==> config.mk <==
export PLATFORM = sky130hd
export DESIGN_NAME = receiver_status_monitor_bank
export DESIGN_NICKNAME = d
export VERILOG_FILES = /design/src/logic/monitor_bank_pkg.sv /design/src/logic/pin_sync.sv /design/src/logic/receiver_status_monitor_bank.sv
export SDC_FILE = /design/constraint.sdc
export NUM_CORES = 1
export LEC_CHECK = 0
export CAP_MARGIN = 20
export CORE_ASPECT_RATIO = 0.8
export CORE_MARGIN = 5
export CORE_UTILIZATION = 35
export CTS_CLUSTER_DIAMETER = 60
export CTS_CLUSTER_SIZE = 14
export DETAILED_ROUTE_END_ITERATION = 16
export DONT_BUFFER_PORTS = 1
export PLACE_DENSITY = 0.59
export SYNTH_ARGS = -nofsm -noshare
export SYNTH_HDL_FRONTEND = slang
export SYNTH_SLANG_ARGS = --single-unit
export TNS_END_PERCENT = 100
==> constraint.sdc <==
create_clock -name clk_sys -period 2.8 [get_ports clk_sys]
set_input_delay 0.28 -clock clk_sys [delete_from_list [all_inputs] [get_ports clk_sys]]
set_output_delay 0.28 -clock clk_sys [all_outputs]
set_load 0.05 [all_outputs]
==> src/logic/monitor_bank_pkg.sv <==
package monitor_bank_pkg;

  // Register offsets on the serial control port.
  localparam logic [6:0] OFS_DETECTION_FLAGS = 7'h1e;
  localparam logic [6:0] OFS_HOLD_LEVEL      = 7'h1f;
  localparam logic [6:0] OFS_CMP_DRIFT       = 7'h20;
  localparam logic [6:0] OFS_CMP_AVERAGE     = 7'h21;
  localparam logic [6:0] OFS_SIGNAL_STRENGTH = 7'h22;
  localparam logic [6:0] OFS_NOISE_LEVEL     = 7'h23;

  // Bit positions in the detection flags register.
  localparam int BIT_SYNTH_LOCKED   = 7;
  localparam int BIT_STRENGTH_DET   = 6;
  localparam int BIT_NOISE_DETECTED_FLAG      = 5;
  localparam int BIT_PREAMBLE_FOUND = 4;
  localparam logic [3:0] UNUSED_FLAGS_VALUE = 4'h0;

  // Values forced onto monitors whose source is off or saturated.
  localparam logic [7:0] MONITOR_OFF_VALUE = 8'h00;
  localparam logic [7:0] MONITOR_SAT_VALUE = 8'hff;
  localparam logic [7:0] UNMAPPED_VALUE    = 8'h00;

  // Drift scale: one count is 1/1.53 kHz, so the limit in counts follows.
  localparam real DRIFT_LIMIT_KHZ     = 165.75;
  localparam real DRIFT_COUNTS_PER_KHZ = 1.53;
  localparam logic [9:0] DRIFT_LIMIT_CNT =
    10'(int'($floor(DRIFT_LIMIT_KHZ * DRIFT_COUNTS_PER_KHZ)));

  // Serial frame: command byte (read flag + address), then one data byte.
  localparam int         READ_FLAG_BIT = 7;
  localparam logic [2:0] LAST_BIT_CNT  = 3'h7;
  localparam logic [2:0] FIRST_BIT_CNT = 3'h0;

  typedef enum logic [1:0] {
    ST_IDLE = 2'b00,
    ST_ADDR = 2'b01,
    ST_DATA = 2'b10
  } serial_state_e;

endpackage

==> src/logic/pin_sync.sv <==
`timescale 1ns/1ps
// Three-stage synchroniser; the output moves once stages two and three agree.
module pin_sync #(
  parameter logic RESET_VALUE = 1'b0
) (
  input  wire logic clk_sys,
  input  wire logic reset,
  input  wire logic pin_in,
  output logic      level_out
);

  logic [2:0] stage_reg;

  // Stage one feeds stage two only; the filter compares two and three.
  always_ff @(posedge clk_sys or posedge reset) begin
    if (reset) begin
      stage_reg <= {3{RESET_VALUE}};
      level_out <= RESET_VALUE;
    end else begin
      stage_reg <= {stage_reg[1:0], pin_in};
      if (stage_reg[1] == stage_reg[2]) begin
        level_out <= stage_reg[2];
      end
    end
  end

endmodule

==> src/logic/receiver_status_monitor_bank.sv <==
`timescale 1ns/1ps
//
// Function
// RULE1 - Top bit of the detection flags reads 1 when locked, 0 when not.
// RULE2 - Flag bits 6 to 4 mirror the strength, noise and preamble detects.
// RULE3 - The four low bits of the detection flags always read zero.
// RULE4 - The hold level monitor shows the 8-bit amplitude-hold value.
// RULE5 - The hold level monitor reads zero under frequency-shift demod.
// RULE6 - In amplitude mode the hold value excludes quick charge 2.
// RULE7 - The drift monitor shows an 8-bit drift count of 1/1.53 kHz each.
// RULE8 - The drift monitor holds all ones once drift passes 165.75 kHz.
// RULE9 - Drift and average monitors read zero while digital logic is off.
// RULE10 - The average monitor shows the 8-bit average comparator reference.
// RULE11 - The strength monitor shows the strength level, or zero when off.
// RULE12 - The noise monitor shows the noise level, or zero when off.
// RULE13 - All six monitors are read-only and writes leave them untouched.
//
module receiver_status_monitor_bank (
  input  wire logic       clk_sys,
  input  wire logic       reset,
  input  wire logic       cs_n,
  input  wire logic       sclk,
  input  wire logic       mosi,
  output logic            miso,
  output logic            miso_oe,
  input  wire logic       synth_lock_in,
  input  wire logic       strength_detect_output,
  input  wire logic       noise_detect_output,
  input  wire logic       preamble_detect_output,
  input  wire logic       fsk_mode,
  input  wire logic       digital_enable,
  input  wire logic       strength_enable,
  input  wire logic       noise_enable,
  input  wire logic [7:0] hold_level_value,
  input  wire logic [9:0] comparator_drift_value,
  input  wire logic [7:0] comparator_average_value,
  input  wire logic [7:0] signal_strength_value,
  input  wire logic [7:0] noise_level_value
);

  typedef struct packed {
    monitor_bank_pkg::serial_state_e state;
    logic       sclk_prev;
    logic [2:0] bit_cnt;
    logic [7:0] shift_in;
    logic [7:0] shift_out;
    logic       is_read;
    logic       miso;
    logic       miso_oe;
    logic [7:0] detection_flags;
    logic [7:0] hold_level_monitor;
    logic [7:0] comparator_drift_monitor;
    logic [7:0] comparator_average_monitor;
    logic [7:0] signal_strength_monitor;
    logic [7:0] noise_level_monitor;
  } bank_state_s;

  bank_state_s state_reg;
  bank_state_s state_next;

  logic       cs_n_sync;
  logic       sclk_sync;
  logic       mosi_sync;
  logic       lock_sync;
  logic       sclk_rise;
  logic       sclk_fall;
  logic [7:0] cmd_byte;

  // Pins and the lock level come from outside this clock.
  pin_sync #(.RESET_VALUE(1'b1)) cs_sync_u (
    .clk_sys   (clk_sys),
    .reset     (reset),
    .pin_in    (cs_n),
    .level_out (cs_n_sync)
  );

  pin_sync #(.RESET_VALUE(1'b0)) sclk_sync_u (
    .clk_sys   (clk_sys),
    .reset     (reset),
    .pin_in    (sclk),
    .level_out (sclk_sync)
  );

  pin_sync #(.RESET_VALUE(1'b0)) mosi_sync_u (
    .clk_sys   (clk_sys),
    .reset     (reset),
    .pin_in    (mosi),
    .level_out (mosi_sync)
  );

  pin_sync #(.RESET_VALUE(1'b0)) lock_sync_u (
    .clk_sys   (clk_sys),
    .reset     (reset),
    .pin_in    (synth_lock_in),
    .level_out (lock_sync)
  );

  // Clamps a wide drift count to eight bits instead of letting it wrap.
  function automatic logic [7:0] clamp_drift(input logic [9:0] raw);
    if (raw > monitor_bank_pkg::DRIFT_LIMIT_CNT) begin
      clamp_drift = monitor_bank_pkg::MONITOR_SAT_VALUE;
    end else begin
      clamp_drift = raw[7:0];
    end
  endfunction

  // Forces a monitor to zero when its source circuit is off.
  function automatic logic [7:0] gate_value(input logic on,
                                            input logic [7:0] value);
    gate_value = on ? value : monitor_bank_pkg::MONITOR_OFF_VALUE;
  endfunction

  // Read mux over the six monitors; other addresses read zero.
  function automatic logic [7:0] read_mux(input logic [6:0] addr,
                                          input bank_state_s s);
    case (addr)
      monitor_bank_pkg::OFS_DETECTION_FLAGS: read_mux = s.detection_flags;
      monitor_bank_pkg::OFS_HOLD_LEVEL:      read_mux = s.hold_level_monitor;
      monitor_bank_pkg::OFS_CMP_DRIFT:
        read_mux = s.comparator_drift_monitor;
      monitor_bank_pkg::OFS_CMP_AVERAGE:
        read_mux = s.comparator_average_monitor;
      monitor_bank_pkg::OFS_SIGNAL_STRENGTH:
        read_mux = s.signal_strength_monitor;
      monitor_bank_pkg::OFS_NOISE_LEVEL:     read_mux = s.noise_level_monitor;
      default:                               read_mux =
        monitor_bank_pkg::UNMAPPED_VALUE;
    endcase
  endfunction

  // Edges of the filtered serial clock.
  assign sclk_rise = sclk_sync & ~state_reg.sclk_prev;
  assign sclk_fall = ~sclk_sync & state_reg.sclk_prev;
  assign cmd_byte  = {state_reg.shift_in[6:0], mosi_sync};

  // Next state: monitor sampling every cycle plus the serial port machine.
  always_comb begin
    state_next = state_reg;
    state_next.sclk_prev = sclk_sync;

    state_next.detection_flags = {
      lock_sync,                                   // RULE1
      strength_detect_output,                      // RULE2
      noise_detect_output,                         // RULE2
      preamble_detect_output,                      // RULE2
      monitor_bank_pkg::UNUSED_FLAGS_VALUE};       // RULE3
    // The raw hold input is the level without quick charge 2 applied.
    state_next.hold_level_monitor =
      gate_value(~fsk_mode, hold_level_value);     // RULE4 RULE5 RULE6
    state_next.comparator_drift_monitor =
      gate_value(digital_enable,
                 clamp_drift(comparator_drift_value)); // RULE7 RULE8 RULE9
    state_next.comparator_average_monitor =
      gate_value(digital_enable, comparator_average_value); // RULE9 RULE10
    state_next.signal_strength_monitor =
      gate_value(strength_enable, signal_strength_value); // RULE11
    state_next.noise_level_monitor =
      gate_value(noise_enable, noise_level_value); // RULE12

    if (cs_n_sync) begin
      state_next.state   = monitor_bank_pkg::ST_IDLE;
      state_next.bit_cnt = monitor_bank_pkg::FIRST_BIT_CNT;
      state_next.miso    = 1'b0;
      state_next.miso_oe = 1'b0;
      state_next.is_read = 1'b0;
    end else begin
      case (state_reg.state)
        monitor_bank_pkg::ST_IDLE: begin
          state_next.state   = monitor_bank_pkg::ST_ADDR;
          state_next.bit_cnt = monitor_bank_pkg::FIRST_BIT_CNT;
        end
        monitor_bank_pkg::ST_ADDR: begin
          if (sclk_fall) begin
            // Release the line and park the data bit low during the command byte.
            state_next.miso_oe = 1'b0;
            state_next.miso    = 1'b0;
          end
          if (sclk_rise) begin
            state_next.shift_in = cmd_byte;
            state_next.bit_cnt  = state_reg.bit_cnt + 3'h1;
            if (state_reg.bit_cnt == monitor_bank_pkg::LAST_BIT_CNT) begin
              state_next.is_read   = cmd_byte[monitor_bank_pkg::READ_FLAG_BIT];
              state_next.shift_out = read_mux(cmd_byte[6:0], state_reg);
              state_next.state     = monitor_bank_pkg::ST_DATA;
            end
          end
        end
        monitor_bank_pkg::ST_DATA: begin
          // Write data is shifted in and dropped; no monitor changes.
          if (sclk_fall && state_reg.is_read) begin
            state_next.miso_oe   = 1'b1;
            state_next.miso      = state_reg.shift_out[7];
            state_next.shift_out = {state_reg.shift_out[6:0], 1'b0};
          end
          if (sclk_rise) begin
            state_next.shift_in = cmd_byte; // RULE13
            state_next.bit_cnt  = state_reg.bit_cnt + 3'h1;
            if (state_reg.bit_cnt == monitor_bank_pkg::LAST_BIT_CNT) begin
              state_next.state   = monitor_bank_pkg::ST_ADDR;
              state_next.is_read = 1'b0;
            end
          end
        end
        default: begin
          state_next.state = monitor_bank_pkg::ST_IDLE;
        end
      endcase
    end
  end

  // All state in one register; the monitors start at zero.
  always_ff @(posedge clk_sys or posedge reset) begin
    if (reset) begin
      state_reg <= '0;
    end else begin
      state_reg <= state_next;
    end
  end

  // Serial data out comes straight from the state register.
  assign miso    = state_reg.miso;
  assign miso_oe = state_reg.miso_oe;
endmodule

==> results.yml, run 1 <==
timing:
  hold_slack_ns: 0.0721
  clock_skew_ns: 0.00613
  maxSlewHeadroom: 0.546
  timing.fmax_ghz: 0.486
  finalSetupTns_ns: 0
  rsz0062_at_grt: "no"
  worst_pin_slew_ns: 0.680
  period_needed_ns: 2.06
  drv_slew: 0
  hold_viol_final: 0
  finalCritPeriodShare: 0.735
  setup_viol: 0
critical_path:
  crit_start: "state_reg[71]"
  cp_max_fo: 19
  crit_required_ns: 3.01
  reg2reg_from: "state_reg[71]"
  end_kind: "flip-flop"
  reg2regPathDepth: 6
  worstPathArrival_ns: 2.27
  cp-start-kind: "flip-flop"
  path_class: "flip-flop to flip-flop"
logic_synthesis:
  yosysSeqAreaShare: 0.620
  ys_ff_latch: 84
  syn_avg_cell_area_um2: 13.3
  syn_inst: 255
  synth_area_um2: 3400
  syn-num-nets: 316
  yosys.cell_types.count: 47
  synth_warnings: 0
power:
  pwr-share-seq: 0.473
  p_sw_mw: 0.975
  power_frac_clock: 0.330
  finalPower_mw: 3.26
  peakVddDrop_mv: 0.325
  p_leak_nw: 1.70
  power_density_nw_per_um2: 832
  p_comb_frac: 0.198
  p_int_mw: 2.29
  swShare: 0.299
routing:
  drt-total-wl_mm: 6.37
  postRouteAntennaNets: 0
  vias: 1976
  dr.pass1.iters: 4
  vias_per_cell: 4.99
  drt-initial-drc-count: 90
  drc: 0
  wl_per_cell_um: 16.1
place:
  numPortBuffers: 0
  place_hpwl_mm: 4.53
  gp_congestion: 0.721
global_routing:
  antenna_found_initial: 4
  grt_max_degree: 46
  overflow: 0
  grt_pass1_wl_mm: 11.0
  grt_usage: 0.119
  grt_pass1_vias: 2126
clock_network:
  post-cts-setup-buffer-count: 0
  cts_root_buf: "clkbuf_16"
  cts_max_level: 3
  numClockSinks: 84
  ctsHoldBuffers: 10
  clockBufferDepth: 2
  cts_tree: "yes"
  clock_latency_ns: 0.33
  post_cts_resize_count: 0
  cts_inserted_buffers: 9
  path_clk_slew_ns: 0.06
floorplan:
  core-area_um2: 9570
  std_cell_rows: 32
  initial_utilization: 0.355
  die_x_um: 120
  die_height_um: 98.1
  ios: 57
  dieArea_um2: 11800
finish:
  largest_reg_flops: 59
  final_common_cell: "dfrtp_1"
  fin_nets: 330
  ff_latch_area_um2: 2110
  drive_gt1_frac: 0.158
  final_cell_mix: "dfrtp_1, and2_1, nand2_1"
  multi_input_area_um2: 1220
  fillCellCount: 884
  area_growth_pct: 15.5
worst_hold_path:
  min_path_type: "primary input to flip-flop"
  worstHoldPathCells: 1
  min-delay-start: "digital_enable"
status:
  outcome: "finished, final reports clean"
run:
  drv_cap: 0
[logic make-up (layout without fill, tap and decap cells)]
logic type,after synthesis,after routing,synth area share
AND/OR/NAND/NOR,83,83,0.149
adder cells (fa/ha/maj),10,10,0.0339
other,0,4,0
multiplexers,19,19,0.0818
flip-flops,84,84,0.620
AO/OA/AOI/OAI,43,43,0.0961
buffers and inverters,16,34,0.0192
[path summary, 6_finish.rpt]
kind / end / slack (ns)
min in group asynchronous: state_reg[5] / 0.49
max in group asynchronous: cs_sync_u.level_out / 1.60
min reg2reg: mosi_sync_u.stage_reg[1] / 0.35
max: state_reg[50] / 0.74
max reg2reg: state_reg[50] / 0.74
min: state_reg[26] / 0.07
[cells in the mapped netlist (all sizes together)]
master	number	area, µm²
o211ai	3	37.5
a21o	1	7.51
a21oi	6	30.0
a22oi	3	22.5
a221oi	1	8.76
nand3	5	25.0
maj3	4	40.0
mux4	6	135
a32oi	4	35.0
o21ai	6	30.0
or3	1	6.26
o21a	8	61.3
and2	25	156
and3b	1	8.76
and3	2	12.5
mux2	10	113
a22o	2	17.5
or2	1	6.26
clkbuf	6	22.5
a31oi	2	12.5
nand3b	5	37.5
and4	1	11.3
inv	6	22.5
mux2i	3	30.0
ha	6	75.1
o22ai	4	31.3
nor2	9	50.1
buf	4	20.0
nand2	14	60.1
o31a	1	8.76
nand2b	2	12.5
or4b	2	23.8
dfstp	4	105
dfrtp	80	2000
nor2b	9	56.3
o31ai	1	7.51
o21ba	1	16.3
nor3	3	20.0
nand4	3	18.8
[worst max-delay path, stage by stage, from the launching register on]
cell	delay, ns
dfrtp_1	0.41
inv_1	0.10
ha_1	0.53
nor2_1	0.14
nor3_1	0.51
or4b_1	0.20
a21oi_1	0.06
[metal layers]
metal,wire (µm),track usage,vias up,share of wire
met5,0,0,-,0
met4,58,0.0299,0,0.0091
met3,479,0.0527,7,0.075
met2,2920,0.179,54,0.46
met1,2920,0.159,978,0.46
li1,-,-,937,-
[area by class of cell]
cell class,count,share of cell area
flip-flops and latches,84,0.537
inverters,6,0.00606
repair buffers,13,0.0344
diodes,4,0.00255
well taps,119,0.0379
clock inverters,6,0.0124
clock buffers,9,0.0574
multi-input cells,155,0.312
[through the flow]
step	utilization	instances	worst slack, ns	area (µm²)
finish	0.410	396	0.743	3920
global route	0.410	396	0.584	3920
CTS	0.409	392	0.759	3910
detailed placement	0.370	367	0.763	3540
global placement	0.370	367	0.838	3540
floorplan	-	255	0.361	3400
[power by group through the flow]
stage               clock (mW)  sequential (mW)  combinational, mW
global placement             0             1.56              0.615
finish                    1.08             1.54              0.645
global route              1.16             1.57              0.722
floorplan                    0             1.49              0.556
CTS                       1.11             1.55              0.653
detailed placement           0             1.57              0.635
Power figures use the tool's default switching activity.
==> inputs of run 2 (changes only) <==
- PLACE_DENSITY: 0.59 -> 0.61
- clock period: 2.8 -> 1.7 ns (I/O delays scaled with it)
==> results.yml, run 2 (synthesis gave the netlist of run 1 again) <==
floorplan:
  core-area_um2: 9570
  std_cell_rows: 32
  die_x_um: 120
  die_height_um: 98.1
  dieArea_um2: 11800
  initial_utilization: 0.355
  ios: 57
place:
  place_hpwl_mm: 4.53
  numPortBuffers: 0
  gp_congestion: 0.829
timing:
  drv_slew: 0
  finalSetupTns_ns: 0
  period_needed_ns: 1.69
  rsz0062_at_grt: "yes"
  finalCritPeriodShare: 0.992
  clock_skew_ns: 0.00714
  hold_viol_final: 0
  worst_pin_slew_ns: 0.504
  maxSlewHeadroom: 0.663
  setup_viol: 0
  timing.fmax_ghz: 0.593
power:
  p_leak_nw: 1.96
  p_comb_frac: 0.254
  power_frac_clock: 0.329
  pwr-share-seq: 0.417
  power_density_nw_per_um2: 1310
  peakVddDrop_mv: 0.546
  p_int_mw: 4.19
  p_sw_mw: 1.74
  swShare: 0.293
critical_path:
  worstPathArrival_ns: 1.91
  crit_top_cell: "ha_2"
  crit_slowest_cell: "dfrtp_1"
  cp_max_fo: 8
  end_kind: "flip-flop"
  cp_cell_sequence: "ha_2 > ha_2 > and3b_2 > o21a_4 > and2_4 > o22ai_2 > a21oi_1"
  cpPeakStageDelay_ns: 0.40
  crit_required_ns: 1.92
  path_class: "flip-flop to flip-flop"
  cp-start-kind: "flip-flop"
clock_network:
  clock_latency_ns: 0.34
  cts_root_buf: "clkbuf_16"
  clockBufferDepth: 2
  cts_tree: "yes"
  path_clk_slew_ns: 0.06
  cts_inserted_buffers: 9
  numClockSinks: 84
  cts_max_level: 3
global_routing:
  grt_pass1_wl_mm: 11.7
  overflow: 0
  grt_usage: 0.127
  grt_pass1_vias: 2356
  grt_max_degree: 71
  antenna_found_initial: 0
finish:
  final_cell_mix: "dfrtp_1, dlygate4sd3_1, and2_1"
  postLayoutCoreUtil: 0.474
  fin_nets: 381
  drive_gt1_frac: 0.237
  area_growth_pct: 33.4
  final_common_cell: "dfrtp_1"
  diodes: 0
  largest_reg_flops: 59
routing:
  drt-total-wl_mm: 7.01
  vias_per_cell: 4.86
  vias: 2159
  postRouteAntennaNets: 0
  drt-initial-drc-count: 86
  wl_per_cell_um: 15.8
  dr.pass1.iters: 4
  drc: 0
status:
  outcome: "finished, final reports clean"
run:
  drv_cap: 0
worst_hold_path:
  min_path_type: "primary input to flip-flop"
## run 2: cell types whose count changed in the layout (fill, tap and decap cells not counted), sizes merged
cell         delta
dlygate4sd3    +39
bufinv          +1
clkbuf          +1
diode           -4
buf            +12
clkinv          -1
## run 2: power groups by stage
stage	combinational [mW]	sequential [mW]	clock, mW
final	1.51	2.48	1.95
after global routing	1.67	2.51	2.08
after CTS	1.37	2.46	1.99
after detailed placement	1.23	2.50	0
after global placement	1.22	2.49	0
after floorplan	0.922	2.45	0
## run 2: cell type report
class / count / area, µm²
Sequential cell: 84 / 2110
Tap cell: 119 / 149
Timing Repair Buffer: 64 / 628
Clock buffer: 10 / 229
Fill cell: 811 / 5040
Multi-Input combinational cell: 155 / 1320
Clock inverter: 6 / 71.3
Inverter: 6 / 26.3
## run 2: metrics by stage
step / instance area, µm² / instances / total power [mW] / setup slack [ns] / hold slack (ns)
4_1_cts: 4440 / 443 / 5.82 / -0.0189 / 0.00143
3_5_place_dp: 3640 / 378 / 3.73 / -0.0777 / 0.0434
3_3_place_gp: 3640 / 378 / 3.70 / 0.0107 / 0.0401
2_1_floorplan: 3400 / 255 / 3.37 / -0.0118 / 0.174
5_1_grt: 4530 / 444 / 6.26 / -0.0629 / 0.000491
6_report: 4530 / 444 / 5.93 / 0.0138 / 0.000590
## run 2: timing repair
| item | in CTS | in global routing |
|---|---|---|
| buffers inserted | 0 | 1 |
| pin swaps | 0 | 7 |
| gates resized for setup | 4 | 23 |
| gates cloned | 0 | 0 |
| hold buffers | 49 | 0 |
| setup endpoints to repair | 18 | 20 |
| endpoints found under the hold margin | 60 | 0 |
## run 2: critical path: cells and delay by family (launching register included)
kind / cells / cell delay (ns)
AOI/OAI and AO/OA: 3 / 0.42
DFF: 1 / 0.40
and+or+nand+nor: 2 / 0.42
adders and majority gates: 2 / 0.34
## run 2: layer usage
layer / wire, µm / track usage
met5: 0 / 0
met3: 401 / 0.0446
met1: 3160 / 0.167
met4: 89 / 0.0423
met2: 3370 / 0.196
## run 2: path summary, 6_finish.rpt
kind	slack (ns)	cells past startpoint	from	endpoint
min in group asynchronous	0.30	2	reset	miso
worst min register to register	0.35	0	sclk_sync_u.stage_reg[0]	sclk_sync_u.stage_reg[1]
worst min-delay path	0.0006	1	comparator_drift_value[6]	state_reg[30]
worst max-delay path	0.01	7	state_reg[68]	state_reg[56]
max in group asynchronous	0.75	3	reset	state_reg[39]
worst max register to register	0.01	7	state_reg[68]	state_reg[56]
==> inputs of run 3 (changes only) <==
- ABC_CLOCK_PERIOD_IN_PS: not set -> 1700
- PLACE_DENSITY: 0.61 -> 0.5
==> results.yml, run 3 (synthesis gave the netlist of run 1 again) <==
floorplan:
  std_cell_rows: 32
  initial_utilization: 0.355
  ios: 57
  dieArea_um2: 11800
  core-area_um2: 9570
  die_height_um: 98.1
  die_x_um: 120
timing:
  worst_pin_slew_ns: 0.485
  timing.fmax_ghz: 0.598
  hold_slack_ns: 0.230
  maxSlewHeadroom: 0.676
  setup_viol: 0
  clock_skew_ns: 0.00963
  hold_viol_final: 0
  period_needed_ns: 1.67
  finalCritPeriodShare: 0.983
  rsz0062_at_grt: "yes"
  drv_slew: 0
clock_network:
  clock_latency_ns: 0.34
  path_clk_slew_ns: 0.07
  cts_inserted_buffers: 9
  clockBufferDepth: 2
  numClockSinks: 84
  cts_max_level: 3
  cts_root_buf: "clkbuf_16"
  cts_tree: "yes"
power:
  p_leak_nw: 2.00
  power_density_nw_per_um2: 1350
  peakVddDrop_mv: 0.654
worst_hold_path:
  min_path_type: "primary input to flip-flop"
  min-delay-start: "comparator_drift_value[9]"
  worstHoldPathCells: 2
  hold_end: "state_reg[25]"
routing:
  drt-initial-drc-count: 92
  drc: 0
  postRouteAntennaNets: 0
  drt-total-wl_mm: 7.16
  vias_per_cell: 4.81
  dr.pass1.iters: 4
  vias: 2164
  wl_per_cell_um: 15.9
critical_path:
  regToRegSetupSlack_ns: 0.03
  r2r-end: "state_reg[50]"
  cpPeakStageDelay_ns: 0.46
  reg2reg_from: "state_reg[67]"
  path_class: "flip-flop to flip-flop"
  cp_cell_sequence: "ha_2 > ha_1 > and3b_1 > buf_4 > nor3_2 > or4b_1 > a21oi_1"
  reg2regPathDepth: 7
  cp_max_fo: 2
  end_kind: "flip-flop"
  worstPathArrival_ns: 1.94
  crit_required_ns: 1.97
  crit_slowest_cell: "or4b_1"
  cp-start-kind: "flip-flop"
run:
  drv_cap: 0
global_routing:
  overflow: 0
  grt_pass1_wl_mm: 12.1
  antenna_found_initial: 0
  grt_pass1_vias: 2400
  grt_max_degree: 85
  grt_usage: 0.133
finish:
  largest_reg_flops: 59
  fillCellCount: 827
  drive_gt1_frac: 0.211
  ff_latch_area_um2: 2110
  final_cells: 450
  area_growth_pct: 34.5
  multi_input_area_um2: 1280
  fin_area_um2: 4570
  postLayoutCoreUtil: 0.478
  final_common_cell: "dfrtp_1"
  final_cell_mix: "dfrtp_1, dlygate4sd3_1, and2_1"
  fin_nets: 387
  diodes: 0
place:
  place_hpwl_mm: 4.55
  dpl.cell_count: 381
  gp_congestion: 0.791
  numPortBuffers: 0
  placed_area_um2: 3660
status:
  outcome: "finished, final reports clean"
run 3: cell types whose count changed in the layout (fill, tap and decap cells not counted), moves of 2 or more:
cell,previous run,this run
nor2_1,6,8
nand3_1,2,5
nand2_2,2,0
dlygate4sd3_1,49,52
nand3_2,3,0
nand2_1,11,13
clkinv_4,0,2
buf_4,13,16
run 3: area by class of cell:
type,instances,area share
multi-input combinational,155,0.279
clock inverter,7,0.0233
inverter,6,0.00575
tap,119,0.0326
clock buffer,9,0.0493
sequential,84,0.461
timing repair buffer,70,0.149
run 3: stage by stage:
step | setup slack (ns) | power, mW | TNS, ns
floorplan | -0.0118 | 3.37 | -0.0118
global placement | 0.0149 | 3.79 | 0
detailed placement | -0.0279 | 3.81 | -0.0823
CTS | 0.000238 | 6.10 | 0
global route | -0.0502 | 6.51 | -0.0907
finish | 0.0290 | 6.16 | 0
run 3: where the power goes:
part           switching [mW]  internal [mW]
registers               0.193           2.27
clock network           0.848           1.31
logic                   0.733          0.804
run 3: repair_timing:
action / 4_1_cts / 5_1_grt
resized for setup: 3 / 11
hold buffers: 52 / 0
setup buffers: 0 / 1
setup endpoints to repair: 8 / 20
pin swaps: 0 / 2
hold endpoints to repair: 127 / 0
run 3: how the worst max path moves through the flow:
| stage | startpoint | slack (ns) | endpoint |
|---|---|---|---|
| floorplan | state_reg[71] | -0.01 | state_reg[67] |
| global placement | state_reg[72] | 0.01 | state_reg[53] |
| detailed placement | state_reg[72] | -0.03 | state_reg[56] |
| CTS | state_reg[71] | 0.0002 | state_reg[67] |
| global route | state_reg[67] | -0.05 | state_reg[50] |
| finish | state_reg[67] | 0.03 | state_reg[50] |
run 3: per-layer routing:
layer | global-route usage | wire [µm] | share of wire | up-vias
met4 | 0.0343 | 65 | 0.0091 | 0
met5 | 0 | 0 | 0 | -
met1 | 0.174 | 3210 | 0.45 | 1066
met2 | 0.209 | 3510 | 0.49 | 50
li1 | - | - | - | 1040
met3 | 0.0510 | 367 | 0.051 | 8
run 3: worst max-delay path: cells and delay by family (launching register included):
family | cells | cell delay, ns
AOI/OAI and AO/OA | 1 | 0.13
DFF | 1 | 0.36
adders and majority gates | 2 | 0.29
buffers and inverters | 1 | 0.13
and+or+nand+nor | 3 | 0.68
